--- config.mk ---
export PLATFORM = sky130hd
export DESIGN_NAME = fsw_frame_seq
export DESIGN_NICKNAME = d
export VERILOG_FILES = /design/src/inc/fsw_pkg.sv /design/src/design/fsw_frame_seq.sv
export SDC_FILE = /design/constraint.sdc
export NUM_CORES = 1
export LEC_CHECK = 0
export BUFFER_PORTS_ARGS = -buffer_cell sky130_fd_sc_hd__buf_2
export CAP_MARGIN = 30
export CORE_ASPECT_RATIO = 1.4
export CORE_MARGIN = 2
export CORE_UTILIZATION = 63
export CTS_CLUSTER_DIAMETER = 80
export DETAILED_ROUTE_END_ITERATION = 6
export GPL_ROUTABILITY_DRIVEN = 0
export PLACE_DENSITY = 0.86
export SLEW_MARGIN = 5
export SYNTH_ARGS = -nofsm -noshare
export SYNTH_HDL_FRONTEND = slang
export SYNTH_SLANG_ARGS = --single-unit
--- constraint.sdc ---
create_clock -name ref_clk_in -period 10.1 [get_ports ref_clk_in]
set_input_delay 0 -clock ref_clk_in [delete_from_list [all_inputs] [get_ports ref_clk_in]]
set_output_delay 0 -clock ref_clk_in [all_outputs]
set_load 0.01 [all_outputs]
--- src/inc/fsw_pkg.sv ---
// constants for the frame sequence window controller
package fsw_pkg;
   // register byte offsets
   localparam logic [7:0] ADDR_SEQ_CTRL   = 8'h00;
   localparam logic [7:0] ADDR_SEQ_DIM    = 8'h04;
   localparam logic [7:0] ADDR_SEQ_DIMX   = 8'h08;
   localparam logic [7:0] ADDR_LINE_DEC   = 8'h0C;
   localparam logic [7:0] ADDR_FRAME_CTRL = 8'h10;
   localparam logic [7:0] ADDR_ENG_CTRL   = 8'h14;
   localparam logic [7:0] ADDR_ENG_STAT   = 8'h18;
   localparam logic [7:0] ADDR_IRQ_STAT   = 8'h1C;
   localparam logic [7:0] ADDR_IRQ_MASK   = 8'h20;
   // sequence control field positions
   localparam int CLOSE_COND_LSB = 0;
   localparam int CLOSE_SRC_LSB  = 4;
   localparam int CLOSE_MODE_LSB = 8;
   localparam int OPEN_COND_LSB  = 12;
   localparam int OPEN_SRC_LSB   = 16;
   localparam int OPEN_MODE_LSB  = 20;
   localparam int SYNC_MODE_LSB  = 24;
   // dimension field positions
   localparam int SIZE_LO_LSB = 0;
   localparam int SKIP_LO_LSB = 16;
   localparam int SIZE_HI_LSB = 0;
   localparam int SKIP_HI_LSB = 16;
   // decimation register fields
   localparam int DEC_COUNT_LSB = 0;
   localparam int DEC_CLEAR_LSB = 28;
   localparam int DEC_MODE_LSB  = 30;
   // engine control fields
   localparam int RUN_BIT        = 0;
   localparam int VOLUME_CNT_LSB = 16;
   localparam logic [15:0] VOLUME_INFINITE = 16'hFFFF;
   // trigger conditions
   localparam logic [3:0] COND_RISE   = 4'h0;
   localparam logic [3:0] COND_FALL   = 4'h1;
   localparam logic [3:0] COND_HIGH   = 4'h2;
   localparam logic [3:0] COND_LOW    = 4'h3;
   localparam logic [3:0] COND_EITHER = 4'h4;
   // trigger sources
   localparam logic [3:0] SRC_TRIGGER = 4'h0;
   localparam logic [3:0] SRC_ENC_A   = 4'h1;
   localparam logic [3:0] SRC_ENC_B   = 4'h2;
   localparam logic [3:0] SRC_ENC_DIV = 4'h3;
   localparam logic [3:0] SRC_ENC_QUAD = 4'h4;
   // modes
   localparam logic [3:0] CLOSE_SIZE   = 4'h0;
   localparam logic [3:0] CLOSE_TRIG   = 4'h1;
   localparam logic [3:0] OPEN_IMMED   = 4'h0;
   localparam logic [3:0] OPEN_TRIG    = 4'h1;
   localparam logic [3:0] SYNC_NONE    = 4'h0;
   localparam logic [3:0] SYNC_SOF     = 4'h1;
   localparam logic [1:0] DEC_PASS     = 2'h0;
   localparam logic [1:0] DEC_DIVIDE   = 2'h1;
   // interrupt status bits
   localparam int IRQ_SEQ_OPEN  = 0;
   localparam int IRQ_SEQ_CLOSE = 1;
   localparam int IRQ_LINE      = 2;
   localparam int IRQ_BITS      = 3;
   // reset values
   localparam logic [31:0] RST_ZERO = 32'h0000_0000;
   typedef enum logic [2:0] {
      ST_IDLE, ST_WAIT_OPEN, ST_SKIP, ST_ACQ, ST_CLOSING
   } fsw_state_e;
endpackage
--- src/design/fsw_frame_seq.sv ---
// frame sequence window controller with wishbone register file
`timescale 1ns/1ps
`default_nettype none

module fsw_frame_seq #(
   parameter int DATA_W = 32
) (
   input  wire logic              ref_clk_in,
   input  wire logic              rst_in,
   // wishbone slave
   input  wire logic              wb_cyc_in,
   input  wire logic              wb_stb_in,
   input  wire logic              wb_we_in,
   input  wire logic [7:0]        wb_adr_in,
   input  wire logic [3:0]        wb_sel_in,
   input  wire logic [31:0]       wb_dat_in,
   output logic      [31:0]       wb_dat_out,
   output logic                   wb_ack_out,
   // trigger, encoder and frame valid pins
   input  wire logic              selected_trigger_input_in,
   input  wire logic              selected_encoder_a_in,
   input  wire logic              selected_encoder_b_in,
   input  wire logic              selected_encoder_divider_in,
   input  wire logic              selected_encoder_quadrature_in,
   input  wire logic              fval_in,
   // camera stream, already on this clock
   input  wire logic              pix_valid_in,
   input  wire logic [DATA_W-1:0] pix_data_in,
   input  wire logic              line_irq_in,
   // outputs
   output logic                   pix_valid_out,
   output logic      [DATA_W-1:0] pix_data_out,
   output logic                   seq_open_out,
   output logic      [31:0]       frame_window_ctrl_out,
   output logic                   irq_out
);

   logic [31:0] seq_ctrl_ff, seq_dim_ff, seq_dimx_ff, line_dec_ff, frame_ctrl_ff, eng_ctrl_ff;
   logic [fsw_pkg::IRQ_BITS-1:0] irq_stat_ff, irq_mask_ff;
   logic [4:0]  src_meta_ff, src_sync_ff, src_prev_ff;
   logic        fval_meta_ff, fval_sync_ff, fval_prev_ff;
   logic        in_frame_ff;
   fsw_pkg::fsw_state_e state_ff, nxt_state;
   logic [23:0] frame_cnt_ff;
   logic [15:0] volume_cnt_ff;
   logic [15:0] dec_cnt_ff;
   logic        close_armed_ff;
   logic        run_prev_ff;

   // byte-lane merge for wishbone writes
   function automatic logic [31:0] lane_merge(input logic [31:0] old_v, input logic [31:0] new_v,
                                              input logic [3:0] sel);
      logic [31:0] r;
      r = old_v;
      for (int i = 0; i < 4; i++) begin
         if (sel[i]) begin
            r[i*8 +: 8] = new_v[i*8 +: 8];
         end
      end
      return r;
   endfunction

   // conditioning shared by open and close paths
   function automatic logic trig_met(input logic [3:0] cond, input logic cur, input logic prev);
      logic r;
      r = 1'b0;
      case (cond)
         fsw_pkg::COND_RISE:   r = cur & ~prev;
         fsw_pkg::COND_FALL:   r = ~cur & prev;
         fsw_pkg::COND_HIGH:   r = cur;
         fsw_pkg::COND_LOW:    r = ~cur;
         fsw_pkg::COND_EITHER: r = cur ^ prev;
         default:              r = 1'b0;   // undefined codes never fire
      endcase
      return r;
   endfunction

   // source index, unknown codes select nothing
   function automatic logic src_pick(input logic [3:0] sel, input logic [4:0] v);
      logic r;
      r = 1'b0;
      if (sel <= fsw_pkg::SRC_ENC_QUAD) begin
         r = v[sel[2:0]];
      end
      return r;
   endfunction

   wire logic wb_req   = wb_cyc_in & wb_stb_in & ~wb_ack_out;
   wire logic wb_wr    = wb_req & wb_we_in;
   wire logic [4:0] src_raw = {selected_encoder_quadrature_in, selected_encoder_divider_in,
                               selected_encoder_b_in, selected_encoder_a_in, selected_trigger_input_in};

   // field views
   wire logic [3:0]  close_cond = seq_ctrl_ff[fsw_pkg::CLOSE_COND_LSB +: 4];
   wire logic [3:0]  close_src  = seq_ctrl_ff[fsw_pkg::CLOSE_SRC_LSB +: 4];
   wire logic [3:0]  close_mode = seq_ctrl_ff[fsw_pkg::CLOSE_MODE_LSB +: 4];
   wire logic [3:0]  open_cond  = seq_ctrl_ff[fsw_pkg::OPEN_COND_LSB +: 4];
   wire logic [3:0]  open_src   = seq_ctrl_ff[fsw_pkg::OPEN_SRC_LSB +: 4];
   wire logic [3:0]  open_mode  = seq_ctrl_ff[fsw_pkg::OPEN_MODE_LSB +: 4];
   wire logic [3:0]  sync_mode  = seq_ctrl_ff[fsw_pkg::SYNC_MODE_LSB +: 4];
   wire logic [23:0] frames_per_seq = {seq_dimx_ff[fsw_pkg::SIZE_HI_LSB +: 8],
                                       seq_dim_ff[fsw_pkg::SIZE_LO_LSB +: 16]};
   wire logic [23:0] frames_to_skip = {seq_dimx_ff[fsw_pkg::SKIP_HI_LSB +: 8],
                                       seq_dim_ff[fsw_pkg::SKIP_LO_LSB +: 16]};
   wire logic [15:0] line_irq_divide_count = line_dec_ff[fsw_pkg::DEC_COUNT_LSB +: 16];
   wire logic [1:0]  line_irq_divide_mode  = line_dec_ff[fsw_pkg::DEC_MODE_LSB +: 2];
   wire logic        run_bit   = eng_ctrl_ff[fsw_pkg::RUN_BIT];
   wire logic [15:0] volumes   = eng_ctrl_ff[fsw_pkg::VOLUME_CNT_LSB +: 16];

   // trigger pins come from outside the clock domain
   always_ff @(posedge ref_clk_in) begin
      if (rst_in) begin
         src_meta_ff  <= 5'h00;
         src_sync_ff  <= 5'h00;
         src_prev_ff  <= 5'h00;
         fval_meta_ff <= 1'b0;
         fval_sync_ff <= 1'b0;
         fval_prev_ff <= 1'b0;
      end else begin
         src_meta_ff  <= src_raw;
         src_sync_ff  <= src_meta_ff;
         src_prev_ff  <= src_sync_ff;
         fval_meta_ff <= fval_in;
         fval_sync_ff <= fval_meta_ff;
         fval_prev_ff <= fval_sync_ff;
      end
   end

   wire logic open_hit  = trig_met(open_cond, src_pick(open_src, src_sync_ff),
                                   src_pick(open_src, src_prev_ff));
   wire logic close_hit = trig_met(close_cond, src_pick(close_src, src_sync_ff),
                                   src_pick(close_src, src_prev_ff));
   wire logic sof = fval_sync_ff & ~fval_prev_ff;
   wire logic eof = ~fval_sync_ff & fval_prev_ff;
   wire logic run_start = run_bit & ~run_prev_ff;

   // frame tracking; with sync 1, sof marks the point from which pixels count
   always_ff @(posedge ref_clk_in) begin
      if (rst_in) begin
         in_frame_ff <= 1'b0;
         run_prev_ff <= 1'b0;
      end else begin
         run_prev_ff <= run_bit;
         if (sof) begin
            in_frame_ff <= 1'b1;
         end else if (eof) begin
            in_frame_ff <= 1'b0;
         end
      end
   end

   // open gate: in immediate open mode, sync mode 1 needs a frame start before the window opens
   wire logic sync_ok  = (sync_mode != fsw_pkg::SYNC_SOF) | sof;
   wire logic open_ok  = (open_mode == fsw_pkg::OPEN_TRIG) ? open_hit : sync_ok;
   wire logic last_vol = (volumes != fsw_pkg::VOLUME_INFINITE) & (volume_cnt_ff + 16'h0001 >= volumes);
   wire logic size_done = eof & (frame_cnt_ff + 24'h00_0001 >= frames_per_seq);

   // sequence state sequencing
   always_comb begin
      nxt_state = state_ff;
      unique case (state_ff)
         fsw_pkg::ST_IDLE: begin
            if (run_start) begin
               nxt_state = fsw_pkg::ST_WAIT_OPEN;
            end
         end
         fsw_pkg::ST_WAIT_OPEN: begin
            if (!run_bit) begin
               nxt_state = fsw_pkg::ST_IDLE;
            end else if (open_ok) begin
               nxt_state = (frames_to_skip != 24'h00_0000) ? fsw_pkg::ST_SKIP : fsw_pkg::ST_ACQ;
            end
         end
         fsw_pkg::ST_SKIP: begin
            if (eof && (frame_cnt_ff + 24'h00_0001 >= frames_to_skip)) begin
               nxt_state = fsw_pkg::ST_ACQ;
            end
         end
         fsw_pkg::ST_ACQ: begin
            if (close_mode == fsw_pkg::CLOSE_TRIG) begin
               if (close_hit) begin
                  nxt_state = fsw_pkg::ST_CLOSING;
               end
            end else if (size_done || frames_per_seq == 24'h00_0000) begin
               nxt_state = (last_vol || !run_bit) ? fsw_pkg::ST_IDLE : fsw_pkg::ST_WAIT_OPEN;
            end
         end
         fsw_pkg::ST_CLOSING: begin
            if (eof) begin
               nxt_state = (last_vol || !run_bit) ? fsw_pkg::ST_IDLE : fsw_pkg::ST_WAIT_OPEN;
            end
         end
      endcase
   end

   always_ff @(posedge ref_clk_in) begin
      if (rst_in) begin
         state_ff <= fsw_pkg::ST_IDLE;
      end else begin
         state_ff <= nxt_state;
      end
   end

   // frame and volume counting; frame count restarts at each window phase change
   always_ff @(posedge ref_clk_in) begin
      if (rst_in) begin
         frame_cnt_ff  <= 24'h00_0000;
         volume_cnt_ff <= 16'h0000;
      end else begin
         if (nxt_state != state_ff) begin
            frame_cnt_ff <= 24'h00_0000;
         end else if (eof && (state_ff == fsw_pkg::ST_SKIP || state_ff == fsw_pkg::ST_ACQ ||
                              state_ff == fsw_pkg::ST_CLOSING)) begin
            frame_cnt_ff <= frame_cnt_ff + 24'h00_0001;
         end
         if (state_ff == fsw_pkg::ST_IDLE) begin
            if (run_start) begin
               volume_cnt_ff <= 16'h0000;
            end
         end else if (nxt_state == fsw_pkg::ST_WAIT_OPEN && state_ff != fsw_pkg::ST_WAIT_OPEN) begin
            volume_cnt_ff <= volume_cnt_ff + 16'h0001;
         end
      end
   end

   // close_armed marks that the current frame started inside the window with sync on
   always_ff @(posedge ref_clk_in) begin
      if (rst_in) begin
         close_armed_ff <= 1'b0;
      end else if (state_ff == fsw_pkg::ST_WAIT_OPEN && nxt_state != fsw_pkg::ST_WAIT_OPEN) begin
         close_armed_ff <= sof | (sync_mode != fsw_pkg::SYNC_SOF);
      end else if (sof) begin
         close_armed_ff <= 1'b1;
      end else if (eof && sync_mode == fsw_pkg::SYNC_SOF) begin
         close_armed_ff <= 1'b0;
      end
   end

   wire logic acquiring = (state_ff == fsw_pkg::ST_ACQ) | (state_ff == fsw_pkg::ST_CLOSING);
   // sync 0 takes all data in acquire and closing; sync 1 needs the frame start seen
   wire logic pix_take = acquiring & pix_valid_in &
                         ((sync_mode == fsw_pkg::SYNC_SOF) ? (close_armed_ff & in_frame_ff) : 1'b1);

   // registered pixel stream
   always_ff @(posedge ref_clk_in) begin
      if (rst_in) begin
         pix_valid_out <= 1'b0;
         pix_data_out  <= '0;
      end else begin
         pix_valid_out <= pix_take;
         if (pix_take) begin
            pix_data_out <= pix_data_in;
         end
      end
   end

   wire logic dec_clear_wr = wb_wr & (wb_adr_in == fsw_pkg::ADDR_LINE_DEC) & wb_sel_in[3] &
                             (wb_dat_in[fsw_pkg::DEC_CLEAR_LSB +: 2] != 2'b00);
   // decimation: count 0 or 1 behaves as pass-through
   wire logic dec_hit = line_irq_in & (dec_cnt_ff + 16'h0001 >= line_irq_divide_count);
   logic line_event;
   always_comb begin
      unique case (line_irq_divide_mode)
         fsw_pkg::DEC_PASS:   line_event = line_irq_in;
         fsw_pkg::DEC_DIVIDE: line_event = dec_hit;
         default:             line_event = 1'b0;  // reserved modes stay quiet
      endcase
   end

   always_ff @(posedge ref_clk_in) begin
      if (rst_in) begin
         dec_cnt_ff <= 16'h0000;
      end else if (dec_clear_wr) begin
         dec_cnt_ff <= 16'h0000;
      end else if (line_irq_divide_mode == fsw_pkg::DEC_DIVIDE && line_irq_in) begin
         dec_cnt_ff <= dec_hit ? 16'h0000 : dec_cnt_ff + 16'h0001;
      end
   end

   wire logic open_evt  = (state_ff == fsw_pkg::ST_WAIT_OPEN) & (nxt_state != fsw_pkg::ST_WAIT_OPEN) &
                          (nxt_state != fsw_pkg::ST_IDLE);
   wire logic close_evt = acquiring & ~(nxt_state == fsw_pkg::ST_ACQ || nxt_state == fsw_pkg::ST_CLOSING);
   wire logic [fsw_pkg::IRQ_BITS-1:0] irq_set = {line_event, close_evt, open_evt};

   // register writes; the clear field is a strobe and reads back zero
   always_ff @(posedge ref_clk_in) begin
      if (rst_in) begin
         seq_ctrl_ff   <= fsw_pkg::RST_ZERO;
         seq_dim_ff    <= fsw_pkg::RST_ZERO;
         seq_dimx_ff   <= fsw_pkg::RST_ZERO;
         line_dec_ff   <= fsw_pkg::RST_ZERO;
         frame_ctrl_ff <= fsw_pkg::RST_ZERO;
         eng_ctrl_ff   <= fsw_pkg::RST_ZERO;
         irq_mask_ff   <= '0;
      end else if (wb_wr) begin
         case (wb_adr_in)
            fsw_pkg::ADDR_SEQ_CTRL:   seq_ctrl_ff   <= lane_merge(seq_ctrl_ff, wb_dat_in, wb_sel_in) & 32'h0FFF_FFFF;
            fsw_pkg::ADDR_SEQ_DIM:    seq_dim_ff    <= lane_merge(seq_dim_ff, wb_dat_in, wb_sel_in);
            fsw_pkg::ADDR_SEQ_DIMX:   seq_dimx_ff   <= lane_merge(seq_dimx_ff, wb_dat_in, wb_sel_in) & 32'h00FF_00FF;
            fsw_pkg::ADDR_LINE_DEC:   line_dec_ff   <= lane_merge(line_dec_ff, wb_dat_in, wb_sel_in) & 32'hC000_FFFF;
            fsw_pkg::ADDR_FRAME_CTRL: frame_ctrl_ff <= lane_merge(frame_ctrl_ff, wb_dat_in, wb_sel_in) & 32'h0FFF_FFFF;
            fsw_pkg::ADDR_ENG_CTRL:   eng_ctrl_ff   <= lane_merge(eng_ctrl_ff, wb_dat_in, wb_sel_in) & 32'hFFFF_0001;
            fsw_pkg::ADDR_IRQ_MASK: begin
               if (wb_sel_in[0]) begin
                  irq_mask_ff <= wb_dat_in[fsw_pkg::IRQ_BITS-1:0];
               end
            end
            default: ;
         endcase
      end
   end

   wire logic irq_clr_wr = wb_wr & (wb_adr_in == fsw_pkg::ADDR_IRQ_STAT) & wb_sel_in[0];

   // sticky status, write one to clear; a new event beats the clear
   always_ff @(posedge ref_clk_in) begin
      if (rst_in) begin
         irq_stat_ff <= '0;
      end else begin
         irq_stat_ff <= (irq_stat_ff & ~(irq_clr_wr ? wb_dat_in[fsw_pkg::IRQ_BITS-1:0] : '0)) | irq_set;
      end
   end

   // one-cycle ack; unmapped reads return zero
   always_ff @(posedge ref_clk_in) begin
      if (rst_in) begin
         wb_ack_out <= 1'b0;
         wb_dat_out <= fsw_pkg::RST_ZERO;
      end else begin
         wb_ack_out <= wb_req;
         if (wb_req && !wb_we_in) begin
            case (wb_adr_in)
               fsw_pkg::ADDR_SEQ_CTRL:   wb_dat_out <= seq_ctrl_ff;
               fsw_pkg::ADDR_SEQ_DIM:    wb_dat_out <= seq_dim_ff;
               fsw_pkg::ADDR_SEQ_DIMX:   wb_dat_out <= seq_dimx_ff;
               fsw_pkg::ADDR_LINE_DEC:   wb_dat_out <= line_dec_ff;
               fsw_pkg::ADDR_FRAME_CTRL: wb_dat_out <= frame_ctrl_ff;
               fsw_pkg::ADDR_ENG_CTRL:   wb_dat_out <= eng_ctrl_ff;
               fsw_pkg::ADDR_ENG_STAT:   wb_dat_out <= {frame_cnt_ff, 4'h0,
                                                        fval_sync_ff, 3'(state_ff)};
               fsw_pkg::ADDR_IRQ_STAT:   wb_dat_out <= {29'h0, irq_stat_ff};
               fsw_pkg::ADDR_IRQ_MASK:   wb_dat_out <= {29'h0, irq_mask_ff};
               default:                  wb_dat_out <= fsw_pkg::RST_ZERO;
            endcase
         end
      end
   end

   assign seq_open_out          = (state_ff != fsw_pkg::ST_IDLE) & (state_ff != fsw_pkg::ST_WAIT_OPEN);
   assign frame_window_ctrl_out = frame_ctrl_ff;
   assign irq_out               = |(irq_stat_ff & irq_mask_ff);

endmodule // fsw_frame_seq

`default_nettype wire

==> results.json <==
{
  "outcome": "complete, no violations",
  "synth_async_sr_flop_share_pct": 0,
  "dieArea_um2": 25400,
  "p_leak_nw": 7.61,
  "ys_types": 69,
  "area_delta_synth_final_pct": 19.4,
  "netlist_instances": 1844,
  "p_total_mw": 2.31,
  "die_height_um": 188,
  "crit_type": "register to register",
  "vias": 15000,
  "drt_wl_total_mm": 47.8,
  "swShare_pct": 23.0,
  "setup_viol": 0,
  "fin_ws_ps": 4830,
  "io_pins": 189,
  "relSlewSlack_pct": 33.3,
  "min_path_type": "input port to register",
  "cts_tree": "yes",
  "yosysWarnings": 0,
  "finalSetupTns_ps": 0,
  "regArea_um2": 5830,
  "critPathCaptureType": "register",
  "drive_gt1_share_pct": 13.8,
  "utilization_pct": 76.1,
  "maxSlewViolCount": 0,
  "synth_mux_area_share_pct": 9.66,
  "htree_levels": 1,
  "cts_buffers": 27,
  "port_buffers": 184,
  "grt_util_all_layers_pct": 36.7,
  "synthAdderAreaFrac_pct": 7.34,
  "min_period_over_period_pct": 52.1,
  "min_path_cells": 5,
  "synth-compound-area-share_pct": 14.8,
  "critPathMaxFanout": 21,
  "critPathMaxStageDelay_ps": 700,
  "p_int_mw": 1.78,
  "irDropWorstVdd_v": 0.000144,
  "grt-ovfl-total": 0,
  "worstSetupStartpointType": "register",
  "grt_pass1_vias": 14900,
  "ff2ff_path_depth": 17,
  "fp.dieW_um": 135,
  "seqPwrFrac_pct": 49.9,
  "avgRoutedWirePerCell_um": 19.8,
  "p_per_area_nw_per_um2": 127,
  "initialDrtViolationCount": 1652,
  "fin_skew_ps": 9.57,
  "cts_root_buf": "clkbuf_16",
  "synth_top_family_by_area": "simple AND/OR/NAND/NOR gates",
  "critPathTopFamily": "compound AO/OA/AOI/OAI gates",
  "drv_cap": 0,
  "antenna_found_initial": 1,
  "synth_edf_count": 0,
  "dpl_worst_slack_ps": 4980,
  "first_pass_iters": 7,
  "post-route-min-period_ps": 5270,
  "synth_xor_area_share_pct": 3.17,
  "rows": 67,
  "critical_path.cell_chain": "and3_1 -> and3_1 -> and3_1 -> and3_1 -> and3_1 -> nand3_1 -> nor2_1 -> xor2_1 -> ha_1 -> a21oi_1 -> o21ai_0 -> a22oi_1 -> a31oi_1 -> a311oi_1 -> o22a_1 -> a311o_1 -> o21ai_0",
  "crit_top_cell": "and3_1",
  "crit_path_top_delay_cell": "o22a_1",
  "mappedNetlistArea_um2": 15200,
  "pwr-share-clk_pct": 45.5,
  "synth_ff_type": "dfxtp_1",
  "clk_latency_ps": 560,
  "clock_path_buffers": 3,
  "worst_pin_slew_ps": 997,
  "fillCellCount": 1641,
  "path_buf_inv": 0,
  "post_cts_buffers": 0,
  "switchingPower_mw": 0.530,
  "crit_required_ps": 10510,
  "hold_viol_final": 0,
  "yosysSeqAreaShare_pct": 38.4,
  "coreArea_um2": 23800,
  "detail-route-antenna-nets": 0,
  "drc_errors": 0,
  "grt_first_pass_wirelength_mm": 75.1,
  "combPwrFrac_pct": 4.6,
  "syn_avg_cell_area_um2": 8.23,
  "via_per_inst": 6.23,
  "arrival_ps": 5680,
  "worstSetupPathDepth": 17,
  "rsz0062_at_grt": "no",
  "numClockSinks": 291,
  "finalNetCount": 2255,
  "yosys.area_share.simple_pct": 21.3,
  "fmax_ghz": 0.190,
  "ys_ff_latch": 291,
  "start_util_pct": 63.7,
  "multi_input_area_um2": 8590,
  "clkTransAtPathRegs_ps": 70,
  "grt_max_degree": 90,
  "dpl.hpwl_mm": 33.1
}
==> layer usage <==
metal  global-route usage (%)  routed length [um]
met5                        0                   0
met4                     27.9                4340
met3                     5.84                3680
met2                     63.0               22900
met1                     40.2               16900
==> tightest hold or removal path, cell delays in order <==
cell and delay (ps):
buf_2 90, or3_1 210, nor3_2 100, nand3_1 90, a21oi_1 60
==> sequential cells by signal (all words and copies together), names as in the netlist, 5 cells and up <==
name / count
line_dec_ff: 18
eng_ctrl_ff: 17
seq_dimx_ff: 16
seq_dim_ff: 32
seq_ctrl_ff: 28
pix_data_out: 32
volume_cnt_ff: 16
src_prev_ff: 5
src_meta_ff: 5
dec_cnt_ff: 16
wb_dat_out: 32
src_sync_ff: 5
frame_cnt_ff: 24
frame_window_ctrl_out: 28
==> Yosys cell counts (18+ instances only) <==
cell / n / share of area (%)
dfxtp_1: 291 / 38
a21o_1: 21 / 1.0
xnor2_1: 28 / 1.6
nand2_1: 210 / 5.2
nor2_1: 243 / 6.0
a22oi_1: 18 / 0.89
a21oi_1: 186 / 6.1
nand3_1: 72 / 2.4
xor2_1: 27 / 1.6
nor2b_1: 28 / 1.2
a222oi_1: 20 / 1.3
o21ai_0: 21 / 0.69
clkbuf_1: 72 / 1.8
and3_1: 21 / 0.87
nor3_1: 20 / 0.66
nand2b_1: 19 / 0.78
ha_1: 89 / 7.3
mux2i_1: 133 / 8.8
inv_1: 109 / 2.7
==> final cells by class <==
type | count | share of cell area, %
inverters | 110 | 2.28
multi-input cells | 1354 | 47.4
well taps | 310 | 2.14
diodes | 1 | 0.0138
clock buffers | 35 | 4.17
clock inverters | 14 | 0.787
flip-flops and latches | 291 | 32.1
repair buffers | 293 | 11.1
==> stage by stage <==
stage               area (um^2)  cells  hold slack (ps)
floorplan                 15200   1847              128
global placement          16200   2261              208
detailed placement        16300   2269              213
CTS                       18100   2406             5.26
global route              18100   2408             86.7
finish                    18100   2408             43.5
==> power groups by stage <==
stage	Sequential [mW]	Clock (mW)	Combinational, mW
global placement	1.18	0	0.0733
detailed placement	1.18	0	0.0776
global route	1.15	1.09	0.111
finish	1.15	1.05	0.106
floorplan	1.18	0	0.0387
CTS	1.15	1.05	0.101
==> cell usage in the layout, fill, tap and decap left out, types with 18 or more instances in the layout <==
master         instances
dfxtp_1              291
nor2_1               242
nand2_1              210
a21oi_1              186
buf_2                183
mux2i_1              133
inv_1                109
ha_1                  89
dlygate4sd3_1         88
nand3_1               72
xnor2_1               28
nor2b_1               28
xor2_1                27
clkbuf_16             27
and3_1                21
o21ai_0               21
a21o_1                21
a222oi_1              20
nand2b_1              19
a22oi_1               18
==> cells by family (layout without fill, tap and decap cells) <==
kind of cell | after synthesis | after routing
flip-flops | 291 | 291
other | 1 | 5
adder cells (fa/ha/maj) | 89 | 89
buffers and inverters | 202 | 452
XOR/XNOR | 55 | 55
multiplexers | 142 | 142
AND/OR/NAND/NOR | 707 | 707
AO/OA/AOI/OAI | 357 | 357
==> worst paths after layout <==
kind	start	to	slack, ps
setup / recovery	frame_cnt_ff[0]	volume_cnt_ff[1]	4830
hold / removal	wb_adr_in[0]	eng_ctrl_ff[0]	40
setup reg to reg	frame_cnt_ff[0]	volume_cnt_ff[1]	4830
hold reg to reg	fval_meta_ff	fval_sync_ff	440
==> what timing repair did <==
action / in CTS / in global routing
endpoints found under the hold margin: 192 / 0
hold buffers: 88 / 0
resized for setup: 0 / 0
Note: power is estimated with default switching activity, not from simulation.
